===== src/pkg/mps_pkg.sv =====
`default_nettype none
package mps_pkg;
   // ************************************************************
   // timing counts at 25 MHz
   // ************************************************************
   localparam int unsigned CLK_HZ          = 25000000;
   localparam int unsigned MOD_RAMP_US     = 100;   // own power ramp time
   localparam int unsigned MOD_RAMP_CYC    = (MOD_RAMP_US * (CLK_HZ / 1000000));
   localparam int unsigned CAR_RAMP_US     = 100;   // carrier power ramp time
   localparam int unsigned CAR_RAMP_CYC    = (CAR_RAMP_US * (CLK_HZ / 1000000));
   localparam int unsigned RST_HOLD_US     = 20;    // processor reset lead before power drop
   localparam int unsigned RST_HOLD_CYC    = (RST_HOLD_US * (CLK_HZ / 1000000));
   localparam int unsigned CNT_W           = 12;
   localparam int unsigned SYNC_STAGES     = 2;
   localparam int unsigned PWM_W           = 8;
   localparam int unsigned PWM_DIV_W       = 8;
   localparam int unsigned PWM_MAX_HZ      = 102000000;
   localparam int unsigned N_SYNC          = 7;
   // bit positions inside the synchronised input vector
   localparam int unsigned IN_PBAD         = 0;
   localparam int unsigned IN_BTN          = 1;
   localparam int unsigned IN_SLEEP        = 2;
   localparam int unsigned IN_CHG          = 3;
   localparam int unsigned IN_SYSRST       = 4;
   localparam int unsigned IN_CPURST       = 5;
   localparam int unsigned IN_PRIRST       = 6;
   localparam logic [N_SYNC-1:0] SYNC_RST  = 7'h7F; // all inactive high

   typedef enum logic [2:0] {
      MPS_OFF      = 3'b000,
      MPS_MOD_UP   = 3'b001,
      MPS_CAR_UP   = 3'b010,
      MPS_ON       = 3'b011,
      MPS_SLEEP    = 3'b100,
      MPS_RST_DN   = 3'b101,
      MPS_CAR_DN   = 3'b110,
      MPS_MOD_DN   = 3'b111
   } mps_state_e;

   typedef struct packed {
      logic pmgr_rst_n;
      logic rtc_rst_n;
      logic crst_rst_n;
      logic blocks_rst_n;
   } mps_resets_s;

   typedef struct packed {
      logic sdio;
      logic i2c;
      logic spi;
      logic rtc;
      logic timer;
   } mps_wake_s;
endpackage
`default_nettype wire


===== src/rtl/mps_sync.sv =====
`timescale 1ns/1ps
`default_nettype none
module mps_sync (
   input  wire logic                       core_clk,
   input  wire logic                       rst_n,
   input  wire logic [mps_pkg::N_SYNC-1:0] async_in,
   output logic      [mps_pkg::N_SYNC-1:0] sync_out
);
   // ************************************************************
   // two-stage synchroniser per input
   // ************************************************************
   genvar i;
   generate
      for (i = 0; i < mps_pkg::N_SYNC; i++) begin : g_sync
         logic meta_q;
         logic stab_q;
         // first stage feeds only the second stage
         always_ff @(posedge core_clk) begin
            if (!rst_n) begin
               meta_q <= mps_pkg::SYNC_RST[i];
               stab_q <= mps_pkg::SYNC_RST[i];
            end else begin
               meta_q <= async_in[i];
               stab_q <= meta_q;
            end
         end
         assign sync_out[i] = stab_q;
      end
   endgenerate
endmodule
`default_nettype wire


===== src/rtl/mps_pwm.sv =====
`timescale 1ns/1ps
`default_nettype none
module mps_pwm (
   input  wire logic                          core_clk,
   input  wire logic                          rst_n,
   input  wire logic                          enable,
   input  wire logic [mps_pkg::PWM_DIV_W-1:0] divider,
   input  wire logic [mps_pkg::PWM_W-1:0]     duty,
   output logic                               pwm_out
);
   // ************************************************************
   // divider tick and n/256 pulse generator
   // ************************************************************
   logic [mps_pkg::PWM_DIV_W-1:0] div_q;
   logic [mps_pkg::PWM_W-1:0]     phase_q;
   logic                          tick;

   // one-cycle enable every divider+1 cycles; output stays far below the ceiling
   assign tick = (div_q == divider);

   // frequency divider
   always_ff @(posedge core_clk) begin
      if (!rst_n || !enable || tick) begin
         div_q <= '0;
      end else begin
         div_q <= div_q + 1'b1;
      end
   end

   // phase counter, 256 steps per period
   always_ff @(posedge core_clk) begin
      if (!rst_n || !enable) begin
         phase_q <= '0;
      end else if (tick) begin
         phase_q <= phase_q + 1'b1;
      end
   end

   // high for duty of 256 steps
   always_ff @(posedge core_clk) begin
      if (!rst_n || !enable) begin
         pwm_out <= 1'b0;
      end else begin
         pwm_out <= (phase_q < duty);
      end
   end
endmodule
`default_nettype wire


===== src/rtl/mps_top.sv =====
// Function
// module finishes its own power ramp before carrier power is allowed
// carrier power enable rises only after own ramp completes
// carrier holds power-bad low until input power is stable
// no power-up starts while input power-bad reads low
// primary chip reset yields controller, rtc and clock-reset unit resets
// clock-reset unit reset drives the reset of other blocks
// system reset pin is driven by module and may be pulled low by carrier
// processor reset driven by module; carrier pull resets processor only
// power button starts system power-on
// sleep request input is active low, inactive when undriven
// standby indication low in standby state, high otherwise
// enabled charger presence powers on without button press
// pwm has divider and n/256 pulse generator, max 102 MHz
// wake sources bring controller out of deep sleep
// rtc logic stays alive and detects events in low power
// during sleep hold domain states and request external power; ext_power_req rises only for one cycle after a wake event in sleep
// processor reset released after carrier powered up
// shutdown: assert processor reset, drop carrier enable, then own power
// power-on is button low-to-high while power-bad reads high
// all sideband inputs pass two flip-flops before use
`timescale 1ns/1ps
`default_nettype none
module mps_top (
   input  wire logic                          core_clk,
   input  wire logic                          rst_n,
   input  wire logic                          input_power_bad_n,
   input  wire logic                          power_button_n,
   input  wire logic                          sleep_request_n,
   input  wire logic                          charger_present_n,
   input  wire logic                          charger_autoon_en,
   input  wire logic                          primary_chip_reset_n,
   input  wire logic                          sys_reset_in_n,
   output logic                               sys_reset_out_n,
   output logic                               sys_reset_oe,
   input  wire logic                          cpu_reset_in_n,
   output logic                               cpu_reset_out_n,
   output logic                               cpu_reset_oe,
   input  wire logic                          shutdown_req,
   input  wire logic                          sleep_enter_req,
   input  wire mps_pkg::mps_wake_s            wake_events,
   output logic                               module_power_en,
   output logic                               carrier_power_enable,
   output logic                               standby_indication_n,
   output logic                               ext_power_req,
   output logic                               domain_hold,
   output mps_pkg::mps_resets_s               resets,
   output logic                               rtc_wake,
   input  wire logic                          pwm_enable,
   input  wire logic [mps_pkg::PWM_DIV_W-1:0] pwm_divider,
   input  wire logic [mps_pkg::PWM_W-1:0]     pwm_duty,
   output logic                               fan_pwm,
   output mps_pkg::mps_state_e                state
);
   // ************************************************************
   // input synchronisation
   // ************************************************************
   logic [mps_pkg::N_SYNC-1:0] raw_in;
   logic [mps_pkg::N_SYNC-1:0] sin;

   // pack pins in package bit order
   always_comb begin
      raw_in                      = '1;
      raw_in[mps_pkg::IN_PBAD]    = input_power_bad_n;
      raw_in[mps_pkg::IN_BTN]     = power_button_n;
      raw_in[mps_pkg::IN_SLEEP]   = sleep_request_n;   // pulled up off-chip
      raw_in[mps_pkg::IN_CHG]     = charger_present_n;
      raw_in[mps_pkg::IN_SYSRST]  = sys_reset_in_n;
      raw_in[mps_pkg::IN_CPURST]  = cpu_reset_in_n;
      raw_in[mps_pkg::IN_PRIRST]  = primary_chip_reset_n;
   end

   mps_sync u_sync (
      .core_clk (core_clk),
      .rst_n    (rst_n),
      .async_in (raw_in),
      .sync_out (sin)
   );

   logic pbad_ok;
   logic btn_s;
   logic sleep_s;
   logic chg_s;
   logic sysrst_s;
   logic cpurst_s;
   logic prirst_s;
   assign pbad_ok  = sin[mps_pkg::IN_PBAD];   // high means input stable
   assign btn_s    = sin[mps_pkg::IN_BTN];
   assign sleep_s  = sin[mps_pkg::IN_SLEEP];
   assign chg_s    = sin[mps_pkg::IN_CHG];
   assign sysrst_s = sin[mps_pkg::IN_SYSRST];
   assign cpurst_s = sin[mps_pkg::IN_CPURST];
   assign prirst_s = sin[mps_pkg::IN_PRIRST];

   // ************************************************************
   // event detection
   // ************************************************************
   logic btn_prev_q;
   logic btn_rise;
   logic chg_on;
   logic on_event;
   logic wake_any;
   logic sys_reset_req;

   // button history for edge detect
   always_ff @(posedge core_clk) begin
      if (!rst_n) begin
         btn_prev_q <= 1'b1;
      end else begin
         btn_prev_q <= btn_s;
      end
   end

   assign btn_rise      = btn_s && !btn_prev_q;
   assign chg_on        = charger_autoon_en && !chg_s;
   assign on_event      = pbad_ok && (btn_rise || chg_on);
   assign wake_any      = (|wake_events) || !sleep_s;
   assign sys_reset_req = !sysrst_s;

   // ************************************************************
   // sequencing state machine
   // ************************************************************
   mps_pkg::mps_state_e      st_q;
   mps_pkg::mps_state_e      st_d;
   logic [mps_pkg::CNT_W-1:0] cnt_q;
   logic                      cnt_done;
   logic                      entering;

   assign state = st_q;

   // next-state selection
   always_comb begin
      st_d = st_q;
      case (st_q)
         mps_pkg::MPS_OFF: begin
            if (on_event) begin
               st_d = mps_pkg::MPS_MOD_UP;
            end
         end
         mps_pkg::MPS_MOD_UP: begin
            if (!pbad_ok) begin
               st_d = mps_pkg::MPS_OFF;
            end else if (cnt_done) begin
               st_d = mps_pkg::MPS_CAR_UP;
            end
         end
         mps_pkg::MPS_CAR_UP: begin
            if (cnt_done) begin
               st_d = mps_pkg::MPS_ON;
            end
         end
         mps_pkg::MPS_ON: begin
            if (shutdown_req || sys_reset_req) begin
               st_d = mps_pkg::MPS_RST_DN;
            end else if (sleep_enter_req) begin
               st_d = mps_pkg::MPS_SLEEP;
            end
         end
         mps_pkg::MPS_SLEEP: begin
            if (sys_reset_req) begin
               st_d = mps_pkg::MPS_RST_DN;
            end else if (wake_any) begin
               st_d = mps_pkg::MPS_ON;
            end
         end
         mps_pkg::MPS_RST_DN: begin
            if (cnt_done) begin
               st_d = mps_pkg::MPS_CAR_DN;
            end
         end
         mps_pkg::MPS_CAR_DN: begin
            if (cnt_done) begin
               st_d = mps_pkg::MPS_MOD_DN;
            end
         end
         mps_pkg::MPS_MOD_DN: begin
            st_d = mps_pkg::MPS_OFF;
         end
         default: begin
            st_d = mps_pkg::MPS_OFF;
         end
      endcase
   end

   assign entering = (st_d != st_q);

   // state register
   always_ff @(posedge core_clk) begin
      if (!rst_n) begin
         st_q <= mps_pkg::MPS_OFF;
      end else begin
         st_q <= st_d;
      end
   end

   // phase timer reloaded on every state change
   always_ff @(posedge core_clk) begin
      if (!rst_n) begin
         cnt_q <= '0;
      end else if (entering) begin
         case (st_d)
            mps_pkg::MPS_MOD_UP: cnt_q <= mps_pkg::CNT_W'(mps_pkg::MOD_RAMP_CYC - 1);
            mps_pkg::MPS_CAR_UP: cnt_q <= mps_pkg::CNT_W'(mps_pkg::CAR_RAMP_CYC - 1);
            mps_pkg::MPS_RST_DN: cnt_q <= mps_pkg::CNT_W'(mps_pkg::RST_HOLD_CYC - 1);
            mps_pkg::MPS_CAR_DN: cnt_q <= mps_pkg::CNT_W'(mps_pkg::CAR_RAMP_CYC - 1);
            default:             cnt_q <= '0;
         endcase
      end else if (cnt_q != '0) begin
         cnt_q <= cnt_q - 1'b1;
      end
   end

   assign cnt_done = (cnt_q == '0);

   // ************************************************************
   // power and standby outputs
   // ************************************************************
   always_ff @(posedge core_clk) begin
      if (!rst_n) begin
         module_power_en      <= 1'b0;
         carrier_power_enable <= 1'b0;
         standby_indication_n <= 1'b1;
         ext_power_req        <= 1'b0;
         domain_hold          <= 1'b0;
      end else begin
         module_power_en      <= (st_d != mps_pkg::MPS_OFF) && (st_d != mps_pkg::MPS_MOD_DN);
         carrier_power_enable <= (st_d == mps_pkg::MPS_CAR_UP) || (st_d == mps_pkg::MPS_ON) ||
                                 (st_d == mps_pkg::MPS_SLEEP) ||
                                 (st_d == mps_pkg::MPS_RST_DN);
         standby_indication_n <= (st_d != mps_pkg::MPS_SLEEP);
         ext_power_req        <= (st_q == mps_pkg::MPS_SLEEP) && wake_any;
         domain_hold          <= (st_d == mps_pkg::MPS_SLEEP);
      end
   end

   // ************************************************************
   // reset distribution and reset pins
   // ************************************************************
   logic cpu_run;
   assign cpu_run = (st_q == mps_pkg::MPS_ON) || (st_q == mps_pkg::MPS_SLEEP);

   always_ff @(posedge core_clk) begin
      if (!rst_n) begin
         resets          <= '0;
         rtc_wake        <= 1'b0;
         cpu_reset_out_n <= 1'b0;
         cpu_reset_oe    <= 1'b1;
         sys_reset_out_n <= 1'b0;
         sys_reset_oe    <= 1'b1;
      end else begin
         resets.pmgr_rst_n   <= prirst_s;
         resets.rtc_rst_n    <= prirst_s;
         resets.crst_rst_n   <= prirst_s && cpu_run;
         resets.blocks_rst_n <= resets.crst_rst_n && cpurst_s;
         rtc_wake            <= (wake_events.rtc || wake_events.timer) && resets.pmgr_rst_n;
         cpu_reset_out_n     <= cpu_run;
         cpu_reset_oe        <= !cpu_run;                          // open drain, low only
         sys_reset_out_n     <= module_power_en;
         sys_reset_oe        <= !module_power_en;
      end
   end

   // ************************************************************
   // fan pwm
   // ************************************************************
   mps_pwm u_pwm (
      .core_clk (core_clk),
      .rst_n    (rst_n),
      .enable   (pwm_enable),
      .divider  (pwm_divider),
      .duty     (pwm_duty),
      .pwm_out  (fan_pwm)
   );
endmodule
`default_nettype wire


===== config.mk =====
export PLATFORM = sky130hd
export DESIGN_NAME = mps_top
export DESIGN_NICKNAME = d
export VERILOG_FILES = /design/src/pkg/mps_pkg.sv /design/src/rtl/mps_sync.sv /design/src/rtl/mps_pwm.sv /design/src/rtl/mps_top.sv
export SDC_FILE = /design/constraint.sdc
export NUM_CORES = 1
export LEC_CHECK = 0
export BUFFER_PORTS_ARGS = -buffer_cell sky130_fd_sc_hd__buf_4
export CAP_MARGIN = 20
export CORE_ASPECT_RATIO = 1.75
export CORE_MARGIN = 1.5
export CORE_UTILIZATION = 45
export DETAILED_ROUTE_END_ITERATION = 12
export PLACE_DENSITY_LB_ADDON = 0.08
export SYNTH_ARGS = -nofsm -noshare
export SYNTH_HDL_FRONTEND = slang
export SYNTH_SLANG_ARGS = --single-unit

===== constraint.sdc =====
create_clock -name core_clk -period 4.05 [get_ports core_clk]
set_clock_uncertainty 0.15 [all_clocks]
set_input_delay 1.215 -clock core_clk [delete_from_list [all_inputs] [get_ports core_clk]]
set_output_delay 1.215 -clock core_clk [all_outputs]
set_load 0.01 [all_outputs]

Yosys cells after proc, flatten, opt, wreduce, memory -nomap -nowiden
Index checks and enable logic that the tools add are counted.

cells by class
  add/subtract/negate cells = 3
  magnitude comparators = 1
  equality and inequality tests = 17
  multiplexer cells = 14
  reductions and logical operators = 33

operators by type and width
  cell                   number
  $mux 3                 10
  $mux 12                2
  $pmux 12 s2            1
  $pmux 3 s8             1
  $eq 3x3->1 const B     7
  $add 8x1->8 const B    2
  $eq 3x2->1 const B     4
  $logic_not 12->1       1
  $reduce_bool 12->1     1
  $sub 12x1->12 const B  1
  $logic_or 1x1->1       10
  $eq 8x8->1             1
  $logic_and 1x1->1      8
  $logic_not 1->1        8
  $lt 8x8->1             1
  $eq 3x1->1 const B     2
  $ne 3x3->1 const B     2
  $reduce_or 5->1        1
  $logic_not 3->1        1
  $ne 3x3->1             1
  $reduce_bool 3->1      1
  $reduce_or 3->1        1
  $reduce_bool 2->1      1

word-level totals
  bits in registers = 60
  bits of input ports = 34
  output and inout bits = 18
  logic and storage cells = 101

Depth between registers and ports, before layout
  depth after elaboration = 10
  depth in mapped cells = 10
  gate-level depth less buffers = 9

Cells and area by module
A second synthesis with hierarchy kept.

second synthesis, totals
  cell total of the unflattened synthesis = 328
  area, all modules = 2999.1 sq um

by module, submodules not included
  module    instances  cells each  area each (sq um)  seq. area each (sq um)
  mps_top   1          177         1521.5             580.6
  mps_pwm   1          115         1033.5             340.3
  mps_sync  1          36          444.2              280.3

Worst setup path after synthesis
OpenSTA, ideal clock, no wires.

  path kind = input to register
  start point = in wake_events[1] (netlist bit)
  end point = reg cnt_q[4] (netlist bit)
  setup time = 87 ps
  arrival = 3137 ps
  required time = 3813 ps
  path slack = 676 ps
  stages on the path = 8
  path buffers = 1
  path through = or2_1 or4_4 a21boi_2 nand2_1 a2111o_1 or2_0 buf_2 o31ai_1

between the ends
  cells in the longest elaborated chain, start to end = 9
  elaborated cells on any way between the ends = 14
  those cells by class = 5 x eq/ne; 5 x mux; 4 x reduce/logical

ends and longest elaborated chain
  what                                line            text
  start: declaration                  mps_top.sv:41   input wire mps_pkg::mps_wake_s wake_events,
  $reduce_or 5->1 (*)                 mps_top.sv:117  assign wake_any = (|wake_events) || !sleep_s;
  $logic_or 1x1->1 (*)                mps_top.sv:117
  $mux 3 (*)                          mps_top.sv:162  end else if (wake_any) begin
  $mux 3 (*)                          mps_top.sv:160  if (sys_reset_req) begin
  $pmux 3 s8 (*)                      mps_top.sv:134  case (st_q)
  $eq 3x2->1 (tied with other cells)  mps_top.sv:201  case (st_d)
  $reduce_or 3->1 (no source line)    --
  $pmux 12 s2                         mps_top.sv:201
  $mux 12                             mps_top.sv:200  end else if (entering) begin
  end signal: assignment              mps_top.sv:202  mps_pkg::MPS_MOD_UP: cnt_q <= mps_pkg::CNT_W'(mps_pkg::MOD_RAMP_CYC - 1);
  end signal: assignment              mps_top.sv:203  mps_pkg::MPS_CAR_UP: cnt_q <= mps_pkg::CNT_W'(mps_pkg::CAR_RAMP_CYC - 1);
  end signal: assignment              mps_top.sv:204  mps_pkg::MPS_RST_DN: cnt_q <= mps_pkg::CNT_W'(mps_pkg::RST_HOLD_CYC - 1);
  end: declaration                    mps_top.sv:125  logic [mps_pkg::CNT_W-1:0] cnt_q;

Every way passes the cells marked *; elsewhere a longest branch is shown, timed or not.
A chain may end at the register's enable or synchronous reset.

Final worst setup path
  start point = in wake_events[1] (netlist bit)
  end point = reg cnt_q[6] (netlist bit)

The elaborated chain is that of the path after synthesis.

==> results.txt <==
- Result of the run: finished, final reports clean
- First-pass detailed-route iteration total: 5
* GR Util All Layers: 0.190
* Leakage power summed over all cells: 1.43 nW
- STA classifies the critical path startpoint as an input port.
- First DRT Iteration DRCs: 45
- Number of synthesized flops with an enable pin: 0
* Cell-by-cell trace of the critical path: buf_4 -> or2_1 -> or4_4 -> a21boi_2 -> nand2_1 -> a2111o_1 -> or2_0 -> o31ai_1
- Cell accounting for the most synthesized area: dfxtp_1
- At the pin with the least slew margin, the transition time is 498 ps.
* Cells taking the most area after synthesis: dfxtp_1 (46%), xnor2_1 (6.3%), nor2_1 (5.4%), ha_1 (4.8%), nand2b_1 (4.3%)
- Proportion of netlist area held by the largest area contributor: 0.458
- Category of the worst setup path capture point: register
- Synth warn: 0
* Number of cell rows: 36
* Count of maximum capacitance violations: 0
- Highest-count cells in the layout ignoring fill and taps: dfxtp_1 (60), buf_4 (52), nor2_1 (38)
- The number of gates resized after CTS was 0.
- IR analysis of the VDD net gives a maximum drop of 288 uV.
- Final-layout fill cell count: 553
- The clock passes through at most 2 buffers.
* DR vias/cell: 4.96
* Most common flop cell mapped by yosys: dfxtp_1
- CTS Hold Buffers Added: 0
- Headroom to the max-slew limit came out at 0.664.
- Longest individual stage delay on the worst path: 500 ps
- After global routing the overflow that remains totals 0.
- Gate count after technology mapping: 290
- P per Cell Area: 505 mW/mm^2
- Data arrives at the worst endpoint at 3400 ps.
- At the worst endpoint, the required time is 4150 ps.
- Once detail routing completed, the nets flagged for antenna violations numbered 0.
* Detailed Route WL: 5.43 mm
* Share of the yosys chip area belonging to registers: 0.458
* Syn_nets: 334
- Share of the core filled with cells: 0.581
- CTS tree: yes
- Total of endpoints with negative setup slack in the final report: 0
* Count of final hold-check violations: 0
* Clk slew on worst S/H paths: 60 ps
- Most frequent standard cell in the layout excluding fill and tap cells: dfxtp_1
* Time the final worst path needs with I/O delays and setup: 3310 ps
- Avg WL per Cell: 12.8 microns
- Total count of max-transition violations in the final report: 0
- Internal reg-to-reg setup slack: 1200 ps
- Top Ports: 52
- Antenna Diode Count: 0
- Sinks on Clock Net: 60
- The number of antenna violations at the first check in global routing is 0.
- For this run, the number of standard cells in the final layout without fillers is 423.
- During placement, the flow inserted port buffers numbering 51.
* Number of DRC violations after detailed routing: 0
- Measured along the y axis, the die boundary spans 104 microns.
* Number of buffers added by the clock tree synthesis step: 9
* Largest net degree at the start of global routing: 27
- The number of global-route vias before repair came to 2029.
* Share of the cycle needed by the critical path after routing: 0.817
* Net count of the finished layout: 387
- Setup Buffers After CTS: 0
* Layout Area Growth over Synthesis: 23.9%
- In this run the worst path has a maximum fanout of 8.
- Summing internal, switching and leakage power gives 1.64 mW.
* Via count: 2099
- Wire length of the first global-routing pass: 8.91 mm
- Initial standard-cell utilization of the core: 0.469
- Root buffer selected by CTS: clkbuf_8
- The critical path is of the in2reg type.
- In the final layout, the share of cells above drive strength 1 is 0.213.
- The die is 60.7 microns wide.
- Share of flip-flops with an asynchronous set or reset after synthesis: 0
- The clock tree synthesis step divided the H-tree into 3 levels.
- Summing all placed instances gives a cell area of 0.00306 sq mm.
* Total negative slack: 0 ps
- Total die area: 0.00631 sq mm
* Highest-delay cell along the critical path: or4_4
- After detailed placement, the design holds a cell count of 408.
- Last weighted congestion value of the routability-driven placer: 0.793
- Peak Freq: 302 MHz
- After routing the design area is 0.00325 sq mm.
* Worst Hold Class: reg2reg
- The later pin in the worst-skew pair is clocked with a latency of 340 ps.
* Count of state elements after synthesis: 60
- Total standard cell area after synthesis: 0.00262 sq mm
* Post-Synthesis Mean Instance Area: 9.04 sq um
- Yosys cell types: 45
* Setup repair after global routing missed its margin: false
* Post-detailed-placement half-perimeter wirelength: 4.00 mm
- The total area inside the core boundary comes to 0.00559 sq mm.
Yosys cell counts, types with 2 or more instances:
master and instances:
o211a_1 2, a21oi_1 5, nor2b_1 2, or3_1 3, dfxtp_1 60, xor2_1 11
nand3b_1 2, or2_2 4, nand3_1 9, buf_2 2, clkbuf_1 7, nand2b_1 18
xnor2_1 19, nand4_1 4, nor3_1 7, nor3b_1 2, nor4_1 3, nor2_1 38
a211oi_1 2, ha_1 10, o31ai_1 7, and2_1 4, inv_1 17, and3_2 2
o211ai_1 2, o21ai_0 8, and3_1 4, mux2i_1 3, nand2_1 17
where the power goes:
| part | leakage (nW) | switching, mW | internal, mW |
|---|---|---|---|
| clock | 0.0935 | 0.215 | 0.297 |
| combinational | 0.844 | 0.230 | 0.198 |
| sequential | 0.491 | 0.0485 | 0.649 |
| total | 1.43 | 0.494 | 1.14 |
final timing paths:
check	start	depth (start not counted)	to
hold / removal	module_power_en	1	sys_reset_oe
setup reg to reg	cnt_q[2]	8	cnt_q[1]
setup / recovery	wake_events[1]	8	cnt_q[6]
hold reg to reg	module_power_en	1	sys_reset_oe
routing by layer:
layer / up-vias / part of all wire / global-route usage
met3: 9 / 0.041 / 0.0672
li1: 1084 / - / -
met1: 970 / 0.39 / 0.180
met4: 0 / 0.023 / 0.0870
met2: 36 / 0.55 / 0.343
met5: - / 0 / 0
cell type report:
| cell class | instances | area, sq um | share of cell area |
|---|---|---|---|
| multi-input cells | 203 | 1310 | 0.404 |
| repair buffers | 52 | 390 | 0.120 |
| clock buffers | 13 | 149 | 0.0459 |
| flip-flops and latches | 60 | 1200 | 0.370 |
| inverters | 17 | 63.8 | 0.0197 |
| clock inverters | 2 | 35.0 | 0.0108 |
| well taps | 76 | 95.1 | 0.0293 |
state kept, by name, indices dropped and copies added (netlist names):
signal	cells
module_power_en	1
sys_reset_out_n	1
u_sync.g_sync.stab_q	7
state	3
cnt_q	12
ext_power_req	1
u_pwm.pwm_out	1
domain_hold	1
standby_indication_n	1
u_sync.g_sync.meta_q	7
rtc_wake	1
u_pwm.div_q	8
cpu_reset_out_n	1
cpu_reset_oe	1
btn_prev_q	1
carrier_power_enable	1
u_pwm.phase_q	8
sys_reset_oe	1
resets	3
metrics by stage:
step	hold WS (ps)	setup slack, ps
finish	251	741
global route	267	639
CTS	254	750
detailed placement	241	387
global placement	238	440
floorplan	236	676
worst max-delay path: cells and delay by family:
kind | cells | cell delay (ps)
AO/OA/AOI/OAI | 3 | 920
buffers and inverters | 1 | 100
AND/OR/NAND/NOR | 4 | 1160
cells by family (layout without fill, tap and decap cells):
group / after synthesis / after routing / share of synthesized area
AO/OA/AOI/OAI: 34 / 34 / 0.0926
XOR/XNOR: 30 / 30 / 0.100
adder cells (fa/ha/maj): 10 / 10 / 0.0477
buffers and inverters: 27 / 84 / 0.0411
flip-flops: 60 / 60 / 0.458
multiplexers: 3 / 3 / 0.0115
AND/OR/NAND/NOR: 126 / 126 / 0.249
(Power assumes the default switching activity.)
